**src/hw/hpc_pkg.sv**
```systemverilog
// Purpose: shared constants for the hub port power and strap control block
// Assumes: 40 MHz system clock
// Notes:   all counts are in clk cycles
package hpc_pkg;
  localparam int          NUM_PORTS        = 4;
  // straps are held off for a settle time after reset release
  localparam int          STRAP_SETTLE_NS  = 1000;
  localparam int          CLK_PERIOD_NS    = 25;
  localparam int          STRAP_SETTLE_CYC = (STRAP_SETTLE_NS + CLK_PERIOD_NS - 1) / CLK_PERIOD_NS;
  localparam logic [7:0]  SETTLE_CNT_RST   = 8'h00;
  // power pins read back off (high) until the straps are latched
  localparam logic        POWER_OFF_LEVEL  = 1'b1;
  localparam logic        POWER_ON_LEVEL   = 1'b0;
  localparam logic        FIXED_RST_ACTIVE = 1'b0;
  localparam logic        ROM_SELECT_IDLE  = 1'b1;
endpackage

```
**src/hw/hpc_sync2.sv**
```systemverilog
// Purpose: two-flop synchroniser, one per bit
// Assumes: asynchronous pin inputs
// Notes:   first stage is read only by the second stage
`timescale 1ns/100ps
`default_nettype none
module hpc_sync2 #(
  parameter int WIDTH = 1
) (
  // clock and reset
  input  wire logic             clk,
  input  wire logic             rstN,
  input  wire logic             clkEn,
  // data
  input  wire logic [WIDTH-1:0] asyncIn,
  output logic      [WIDTH-1:0] syncOut
);
  logic [WIDTH-1:0] stage1_reg;
  logic [WIDTH-1:0] stage2_reg;
  logic [WIDTH-1:0] stage1_next;
  logic [WIDTH-1:0] stage2_next;

  always_comb
  begin
    stage1_next = clkEn ? asyncIn : stage1_reg;
    stage2_next = clkEn ? stage1_reg : stage2_reg;
  end

  always_ff @(posedge clk or negedge rstN)
  begin
    if (!rstN)
    begin
      stage1_reg <= '1;
      stage2_reg <= '1;
    end
    else
    begin
      stage1_reg <= stage1_next;
      stage2_reg <= stage2_next;
    end
  end

  assign syncOut = stage2_reg;
endmodule
`default_nettype wire

```
**src/hw/hpc_port_ctrl.sv**
```systemverilog
// Summary of operation
// - low on a port overcurrent input means overcurrent, high means none
// - overcurrent strap high: removable port with overcurrent; low: non-removable
// - port1 power strap high: power control; low: fixed device reset output
// - power outputs drive low for VBUS on, high for off
// - port2 power strap high selects individual control, low selects ganged
// - drive active-low ROM select, and sample it as ROM-use strap
// - serial clock pin is ROM clock or port4 indicator by strap
// - ROM mode: serial input takes ROM data; else port3 indicator
// - ROM mode: serial output sends ROM data; else port2 indicator
// - ROM select strapped high means external ROM present and used
// - indicator driven low while port enabled, released while disabled
//
// Purpose: downstream port power, overcurrent and strap control of a hub
// Assumes: dual-use pins are weakly strapped and read while released
// Notes:   output enables are low while the pin is driven
`timescale 1ns/100ps
`default_nettype none
module hpc_port_ctrl #(
  parameter int NPORTS = hpc_pkg::NUM_PORTS
) (
  // clock, enable, reset
  input  wire logic              clk,
  input  wire logic              clkEn,
  input  wire logic              nrst,
  // overcurrent pins
  input  wire logic [NPORTS-1:0] overcurrentN,
  // power pins (two-way, strapped)
  input  wire logic [NPORTS-1:0] powerOnNIn,
  output logic      [NPORTS-1:0] powerOnNOut,
  output logic      [NPORTS-1:0] powerOnNOeN,
  // rom pins (two-way, strapped)
  input  wire logic              romSelectNIn,
  output logic                   romSelectNOut,
  output logic                   romSelectNOeN,
  input  wire logic              romClockIn,
  output logic                   romClockOut,
  output logic                   romClockOeN,
  input  wire logic              romDataFromRomIn,
  output logic                   romDataFromRomOut,
  output logic                   romDataFromRomOeN,
  input  wire logic              romDataToRomIn,
  output logic                   romDataToRomOut,
  output logic                   romDataToRomOeN,
  // hub core side
  input  wire logic [NPORTS-1:0] portPowerReq,
  input  wire logic [NPORTS-1:0] portEnabled,
  input  wire logic              fixedDeviceResetReq,
  input  wire logic              romSelectReq,
  input  wire logic              romClockReq,
  input  wire logic              romDataToRomReq,
  output logic                   romDataFromRom,
  // status
  output logic [NPORTS-1:0]      portOvercurrent,
  output logic [NPORTS-1:0]      portRemovable,
  output logic                   individualPower,
  output logic                   port1PowerCtrl,
  output logic                   romUsed,
  output logic                   strapsValid
);
  logic                  rstSync1_reg;
  logic                  rstSync2_reg;
  logic                  rstN;
  logic [NPORTS-1:0]     ocSync;
  logic [NPORTS-1:0]     pwrSync;
  logic [3:0]            romSync;
  logic [7:0]            settle_reg;
  logic [7:0]            settle_next;
  logic                  valid_reg;
  logic                  valid_next;
  logic [NPORTS-1:0]     removable_reg;
  logic [NPORTS-1:0]     removable_next;
  logic                  indiv_reg;
  logic                  indiv_next;
  logic                  p1ctrl_reg;
  logic                  p1ctrl_next;
  logic                  rom_reg;
  logic                  rom_next;
  logic [NPORTS-1:0]     oc_reg;
  logic [NPORTS-1:0]     oc_next;
  logic [NPORTS-1:0]     pwr_reg;
  logic [NPORTS-1:0]     pwr_next;
  logic [3:0]            romOut_reg;
  logic [3:0]            romOut_next;
  logic [3:0]            romOe_reg;
  logic [3:0]            romOe_next;
  logic                  romIn_reg;
  logic                  romIn_next;
  logic                  gangReq;

  // reset release through two flops
  always_ff @(posedge clk or negedge nrst)
  begin
    if (!nrst)
    begin
      rstSync1_reg <= 1'b0;
      rstSync2_reg <= 1'b0;
    end
    else
    begin
      rstSync1_reg <= 1'b1;
      rstSync2_reg <= rstSync1_reg;
    end
  end
  assign rstN = rstSync2_reg;

  hpc_sync2 #(.WIDTH(2*NPORTS+4)) uSync (
    .clk     (clk),
    .rstN    (rstN),
    .clkEn   (clkEn),
    .asyncIn ({overcurrentN, powerOnNIn, romSelectNIn, romClockIn,
               romDataFromRomIn, romDataToRomIn}),
    .syncOut ({ocSync, pwrSync, romSync})
  );

  assign gangReq = |portPowerReq;

  always_comb
  begin
    settle_next    = settle_reg;
    valid_next     = valid_reg;
    removable_next = removable_reg;
    indiv_next     = indiv_reg;
    p1ctrl_next    = p1ctrl_reg;
    rom_next       = rom_reg;
    if (!valid_reg)
    begin
      if (settle_reg == 8'(hpc_pkg::STRAP_SETTLE_CYC))
      begin
        valid_next     = 1'b1;
        removable_next = ocSync;
        indiv_next     = pwrSync[1];
        p1ctrl_next    = pwrSync[0];
        rom_next       = romSync[3];
      end
      else
        settle_next = settle_reg + 8'h01;
    end
  end

  always_comb
  begin
    // low means overcurrent, only on removable ports
    oc_next = ~ocSync & removable_reg & {NPORTS{valid_reg}};
    pwr_next = {NPORTS{hpc_pkg::POWER_OFF_LEVEL}};
    if (valid_reg)
    begin
      for (int i = 0; i < NPORTS; i++)
        pwr_next[i] = (indiv_reg ? portPowerReq[i] : gangReq) ?
                      hpc_pkg::POWER_ON_LEVEL : hpc_pkg::POWER_OFF_LEVEL;
      if (!p1ctrl_reg)
        pwr_next[0] = fixedDeviceResetReq ? hpc_pkg::FIXED_RST_ACTIVE : ~hpc_pkg::FIXED_RST_ACTIVE;
    end
    // bit3 select, bit2 clock, bit1 data from rom, bit0 data to rom
    romOut_next = {hpc_pkg::ROM_SELECT_IDLE, 3'h0};
    romOe_next  = 4'hF;
    romIn_next  = romIn_reg;
    if (valid_reg)
    begin
      if (rom_reg)
      begin
        romOut_next = {~romSelectReq, romClockReq, 1'b0, romDataToRomReq};
        romOe_next  = 4'h2;
        romIn_next  = romSync[1];
      end
      else
      begin
        // low when enabled, released otherwise; indicator roles
        romOut_next = {hpc_pkg::ROM_SELECT_IDLE, 3'h0};
        romOe_next  = {1'b0, ~portEnabled[3], ~portEnabled[2], ~portEnabled[1]};
      end
    end
  end

  always_ff @(posedge clk or negedge rstN)
  begin
    if (!rstN)
    begin
      settle_reg    <= hpc_pkg::SETTLE_CNT_RST;
      valid_reg     <= 1'b0;
      removable_reg <= '1;
      indiv_reg     <= 1'b1;
      p1ctrl_reg    <= 1'b1;
      rom_reg       <= 1'b0;
      oc_reg        <= '0;
      pwr_reg       <= '1;
      romOut_reg    <= 4'h8;
      romOe_reg     <= 4'hF;
      romIn_reg     <= 1'b0;
    end
    else if (clkEn)
    begin
      settle_reg    <= settle_next;
      valid_reg     <= valid_next;
      removable_reg <= removable_next;
      indiv_reg     <= indiv_next;
      p1ctrl_reg    <= p1ctrl_next;
      rom_reg       <= rom_next;
      oc_reg        <= oc_next;
      pwr_reg       <= pwr_next;
      romOut_reg    <= romOut_next;
      romOe_reg     <= romOe_next;
      romIn_reg     <= romIn_next;
    end
  end

  // power pins released until straps latched so the strap is readable
  assign powerOnNOut       = pwr_reg;
  assign powerOnNOeN       = {NPORTS{~valid_reg}};
  assign romSelectNOut     = romOut_reg[3];
  assign romSelectNOeN     = romOe_reg[3];
  assign romClockOut       = romOut_reg[2];
  assign romClockOeN       = romOe_reg[2];
  assign romDataFromRomOut = romOut_reg[1];
  assign romDataFromRomOeN = romOe_reg[1];
  assign romDataToRomOut   = romOut_reg[0];
  assign romDataToRomOeN   = romOe_reg[0];
  assign romDataFromRom    = romIn_reg;
  assign portOvercurrent   = oc_reg;
  assign portRemovable     = removable_reg;
  assign individualPower   = indiv_reg;
  assign port1PowerCtrl    = p1ctrl_reg;
  assign romUsed           = rom_reg;
  assign strapsValid       = valid_reg;

  property p_oc;
    @(posedge clk) disable iff (!rstN)
    (clkEn && valid_reg && removable_reg[1] && !ocSync[1]) |=> portOvercurrent[1];
  endproperty
  a_oc: assert property (p_oc) else $error("overcurrent not flagged");

  property p_nonrem;
    @(posedge clk) disable iff (!rstN)
    (valid_reg && !removable_reg[2]) |=> !portOvercurrent[2];
  endproperty
  a_nonrem: assert property (p_nonrem) else $error("nonremovable flagged");

  property p_p1rst;
    @(posedge clk) disable iff (!rstN)
    (clkEn && valid_reg && !p1ctrl_reg && fixedDeviceResetReq) |=> !powerOnNOut[0];
  endproperty
  a_p1rst: assert property (p_p1rst) else $error("fixed reset not driven");

  property p_pwr;
    @(posedge clk) disable iff (!rstN)
    (clkEn && valid_reg && indiv_reg && portPowerReq[3]) |=> !powerOnNOut[3] && !powerOnNOeN[3];
  endproperty
  a_pwr: assert property (p_pwr) else $error("power not on");

  property p_gang;
    @(posedge clk) disable iff (!rstN)
    (clkEn && valid_reg && !indiv_reg && gangReq) |=> !powerOnNOut[2];
  endproperty
  a_gang: assert property (p_gang) else $error("gang power off");

  property p_sel;
    @(posedge clk) disable iff (!rstN)
    (clkEn && valid_reg && rom_reg && romSelectReq) |=> !romSelectNOut && !romSelectNOeN;
  endproperty
  a_sel: assert property (p_sel) else $error("rom select wrong");

  property p_led;
    @(posedge clk) disable iff (!rstN)
    (clkEn && valid_reg && !rom_reg && !portEnabled[3]) |=> romClockOeN;
  endproperty
  a_led: assert property (p_led) else $error("indicator driven");

  property p_hold;
    @(posedge clk) disable iff (!rstN)
    strapsValid |=> $stable(romUsed) && $stable(individualPower) && strapsValid;
  endproperty
  a_hold: assert property (p_hold) else $error("strap changed");
endmodule
`default_nettype wire

```
**config.mk**
```make
export PLATFORM = sky130hd
export DESIGN_NAME = hpc_port_ctrl
export DESIGN_NICKNAME = d
export VERILOG_FILES = /design/src/hw/hpc_pkg.sv /design/src/hw/hpc_sync2.sv /design/src/hw/hpc_port_ctrl.sv
export SDC_FILE = /design/constraint.sdc
export NUM_CORES = 1
export LEC_CHECK = 0
export ABC_AREA = 1
export BUFFER_PORTS_ARGS = -buffer_cell sky130_fd_sc_hd__buf_2
export CAP_MARGIN = 5
export CORE_UTILIZATION = 52
export DETAILED_ROUTE_END_ITERATION = 12
export PLACE_DENSITY = 0.89
export SLEW_MARGIN = 20
export SYNTH_ARGS = -nofsm -noshare
export SYNTH_HDL_FRONTEND = slang
export SYNTH_SLANG_ARGS = --single-unit
```
**constraint.sdc**
```tcl
create_clock -name clk -period 1.8 [get_ports clk]
set_input_delay 0.09 -clock clk [delete_from_list [all_inputs] [get_ports clk]]
set_output_delay 0.09 -clock clk [all_outputs]
set_load 0.1 [all_outputs]
```
After elaboration in Yosys (flattened, before gate mapping)
Index checks and enable logic that the tools add are counted.
Widths: inputs -> output; s select.
{"block": "classes", "magnitude_cmp": 0, "n_eq_ne": 1, "n_shift": 0, "bitwise_logic": 9, "n_reduce_logical": 4, "div": 0, "n_mux": 17, "multipliers": 0, "add_sub_neg": 1}
{"op": "$mux 4", "n": 4}
{"op": "$mux 1", "n": 12}
{"op": "$reduce_and 3->1", "n": 3}
{"op": "$add 8x1->8 const B", "n": 1}
{"op": "$and 4x4->4", "n": 2}
{"op": "$eq 8x6->1 const B", "n": 1}
{"op": "$not 1->1", "n": 6}
{"op": "$not 4->4", "n": 1}
{"op": "$reduce_or 4->1", "n": 1}
{"op": "$mux 3", "n": 1}
{"block": "word_totals", "memories": 0, "in_bits": 27, "regBits": 59, "ramBits": 0, "output_inout_bits": 29, "latch_bits": 0, "elab_cells": 47, "mem_bits_ro": 0}

Longest topological paths before layout
{"block": "depth", "depth_word": 5, "ltp_mapped": 8, "mapped_depth_nobuf": 7}

Cells and area by module
A second synthesis with hierarchy kept.
{"block": "hier_totals", "cells_unflattened": 299, "area_unflattened_um2": 2685.1}
{"module": "hpc_port_ctrl", "area_per_inst_um2": 1680.4, "n_inst": 1, "seq_area_each_um2": 869.6, "cells_per_inst": 197}
{"module": "hpc_sync2", "area_per_inst_um2": 1004.7, "n_inst": 1, "seq_area_each_um2": 630.6, "cells_per_inst": 102}

Worst setup path before layout
No wires, ideal clock.
{"block": "synth_path", "kind": "flip-flop to flip-flop", "startpoint": "register valid_reg (netlist: strapsValid)", "endpoint": "register romIn_reg (netlist: romDataFromRom)", "setup_time_ns": 0.120, "required_ns": 1.680, "slack_ns": -0.008, "t_arrival_ns": 1.688, "period_less_slack_ns": 1.808, "stages_incl_launch_ff": 5, "n_path_buf": 0, "cell_sequence": "dfrtp_1 nand2_1 nor2_1 nand2_1 o21a_1"}
{"block": "synth_between", "elab_chain_cells": 1}
{"element": "from (decl)", "line": "hpc_port_ctrl.sv:69", "text": "logic valid_reg;"}
{"element": "from (signal assigned)", "line": "hpc_port_ctrl.sv:194", "text": "valid_reg <= valid_next;"}
{"element": "$reduce_and 3->1 (no line)"}
{"element": "to (signal assigned)", "line": "hpc_port_ctrl.sv:203", "text": "romIn_reg <= romIn_next;"}
{"element": "to (decl)", "line": "hpc_port_ctrl.sv:87", "text": "logic romIn_reg;"}
No other way between the ends.
A chain may end at the register's enable or synchronous reset.

Worst setup path after layout
{"block": "layout_path", "startpoint": "register settle_reg[4]", "endpoint": "register rom_reg (netlist: romUsed)"}
{"block": "layout_between", "elab_chain_cells": 2}
{"element": "from (decl)", "line": "hpc_port_ctrl.sv:67", "text": "logic [7:0] settle_reg;"}
{"element": "from (signal assigned)", "line": "hpc_port_ctrl.sv:179", "text": "settle_reg <= hpc_pkg::SETTLE_CNT_RST;"}
{"element": "from (signal assigned)", "line": "hpc_port_ctrl.sv:193", "text": "settle_reg <= settle_next;"}
{"element": "$eq 8x6->1", "line": "hpc_port_ctrl.sv:128", "text": "if (settle_reg == 8'(hpc_pkg::STRAP_SETTLE_CYC))"}
{"element": "$reduce_and 3->1 (no line)"}
{"element": "to (signal assigned)", "line": "hpc_port_ctrl.sv:198", "text": "rom_reg <= rom_next;"}
{"element": "to (decl)", "line": "hpc_port_ctrl.sv:77", "text": "logic rom_reg;"}
No other way between the ends.

==> metrics <==
status complete, no violations; Max rail drop VDD between 0.6 and 0.7 mV; R2R depth 6; layout cells sized above 1 around a third; Core ar. between 0.004 and 0.005 sq mm; Setup Viol. Count Final 0; I/O pins 56; startpoint types register; post-synth top area share a little over a third; period utilization 80.18%; gr usage total a little under a quarter; post-route setup TNS 0 ps; worst hold stages 2; Layout Nets ~350; WL final 4871 microns; Gate Count Post-Synth ~260; Resize count post-CTS 0; ANT nets after route 0; ranking of synthesized cells by area dfstp_2 (36%), dfrtp_1 (21%), nand2_1 (16%); routed vias/inst ~5.1; synth unique cells 27; Post-synth ARST share 100.0%; Slew headroom 60.87%; die width approximately 68 microns; clk slew on worst S/H paths around 90 ps; # port buffers just under 50; root buffer cell clkbuf_8; first-pass GRT wire length 7714 microns; Avg Cell Area, Syn 8.663 sq um; GRT Residual Overflow 0; initial antenna violation count 0; die area 0.004616 sq mm; post-synthesis register bit count 50; DRT iter0 DRCs around 150; Hold WC Path Type in -> reg; residual DRC count 0; Worst Skew about 8.3 ps; Main synth FF type dfstp_2; Slew Limit Fails 0; vias in the first global route around 1.7k; Finished Core Util between 60% and 70%; area of the mapped netlist about 0.0023 sq mm; top post-synthesis cells by count nand2_1 (94), dfstp_2 (31), nor2_1 (26), inv_1 (22), dfrtp_1 (19); CTS buffer count 5; num rows 23; largest net degree at the start of global routing between 40 and 50; Skew-Pair Late Insertion Delay slightly above 300 ps; Leak Pwr between 1 and 1.5 nW; Slew @ Worst Pin between 500 and 600 ps; cell with the most instances after synthesis nand2_1; largest area contributor in the netlist dfstp_2; FMAX ~0.69 GHz; Synth Net Count 290; Crit path arrival time between 1500 and 2000 ps; clock sinks 50; min cycle time layout 1443 ps; CP Capture Type register; max-cap violations 0; via count between 1.5k and 2k; Initial Util a little under three fifths; Synth warnings 0; Synth-to-Final Area Change 21.20%; sequential-to-total area share from yosys stat 57.06%; RSZ-0062 raised after global routing no; Post-synth EDFFs 0; Die Y between 60 and 70 microns; # diodes 0; Max Root-Sink Buffers 2; Max H-tree Level 2; CP Class reg -> reg; WP data required 2000 ps; post-DP HPWL 3305 microns; worst-path fanout max 8; DR WL/cell between 10 and 15 microns; CTS tree yes; final-report hold violation count 0; DR pass1 iterations 4; gpl congestion a little under 0.8; WHS between 15 and 20 ps; PD cells between 800 and 900 mW/mm^2
==> logic make-up (layout without fill, tap and decap cells) <==
group           after synthesis  in the layout  synth area share (%)
other cells                   2              2                0.3322
simple gates                143            143                 26.95
fa+ha+maj                     2              2                 1.107
xor+xnor                      3              3                 1.162
compound gates               24             24                 6.198
flops                        50             50                 57.06
buf+inv                      37             97                 7.194
==> cells in the final DEF (no fill, tap or decap), types with 3 or more instances in the layout <==
cell / instances
buf_2: 49
inv_1: 22
buf_4: 3
dfrtp_1: 17
nand4_1: 9
xor2_1: 3
dlygate4sd3_1: 12
dfstp_2: 31
clkbuf_8: 6
o21ai_0: 15
inv_2: 3
nand2_1: 94
nand3_1: 7
nor2_1: 26
==> critical path: stages (launching register included) <==
cell and delay, ps:
dfrtp_1 440, inv_1 120, nand2_2 70, nor3_4 300, nand3_2 230, nand2_1 130
nand2_1 60
==> layer usage <==
metal | up-vias | routed length, microns | track usage (%)
met5 | - | 0 | 0
met4 | 0 | 132 | 10.42
met3 | 16 | 212 | 4.333
met2 | 66 | 2380 | 35.78
met1 | 884 | 2146 | 30.57
li1 | 926 | - | -
==> cell type report <==
class | instances | area [sq um]
fill | 308 | 1346
sequential | 50 | 1292
multi-input combinational | 174 | 808.3
timing repair buffer | 64 | 387.9
inverter | 25 | 93.84
clock buffer | 6 | 82.58
tap | 50 | 62.56
clock inverter | 2 | 12.51
==> final timing paths <==
path | from | to | slack, ps
min in group asynchronous | nrst | rstN$_DFF_PN0_ | 100
min reg2reg | rstN$_DFF_PN0_ | romOut_reg[0]$_DFFE_PN0P_ | 350
max reg2reg | settle_reg[4]$_DFFE_PN0P_ | romUsed$_DFFE_PN0P_ | 360
min | romClockReq | romOut_reg[2]$_DFFE_PN0P_ | 20
max in group asynchronous | rstN$_DFF_PN0_ | strapsValid$_DFFE_PN0P_ | 1010
max | settle_reg[4]$_DFFE_PN0P_ | romUsed$_DFFE_PN0P_ | 360
==> where the power goes <==
part / leakage [nW] / switching [mW] / internal (mW)
sequential: 0.578 / 0.0278 / 1.22
clock: 0.0472 / 0.367 / 0.309
combinational: 0.778 / 0.221 / 0.0720
==> metrics by stage <==
stage	power (mW)	area, sq um	worst slack (ps)	std cells
4_1_cts	2.220	2740	353.4	371
3_3_place_gp	1.519	2525	440.8	351
3_5_place_dp	1.531	2525	378.4	351
2_1_floorplan	1.464	2262	181.5	261
5_1_grt	2.303	2740	247.5	371
6_report	2.212	2740	356.8	371
==> timing repair <==
| item | CTS | global route |
|---|---|---|
| setup buffers | 0 | 0 |
| hold buffers | 12 | 0 |
| hold endpoints to repair | 13 | 0 |
No activity file was read; power rests on OpenSTA's default activity.
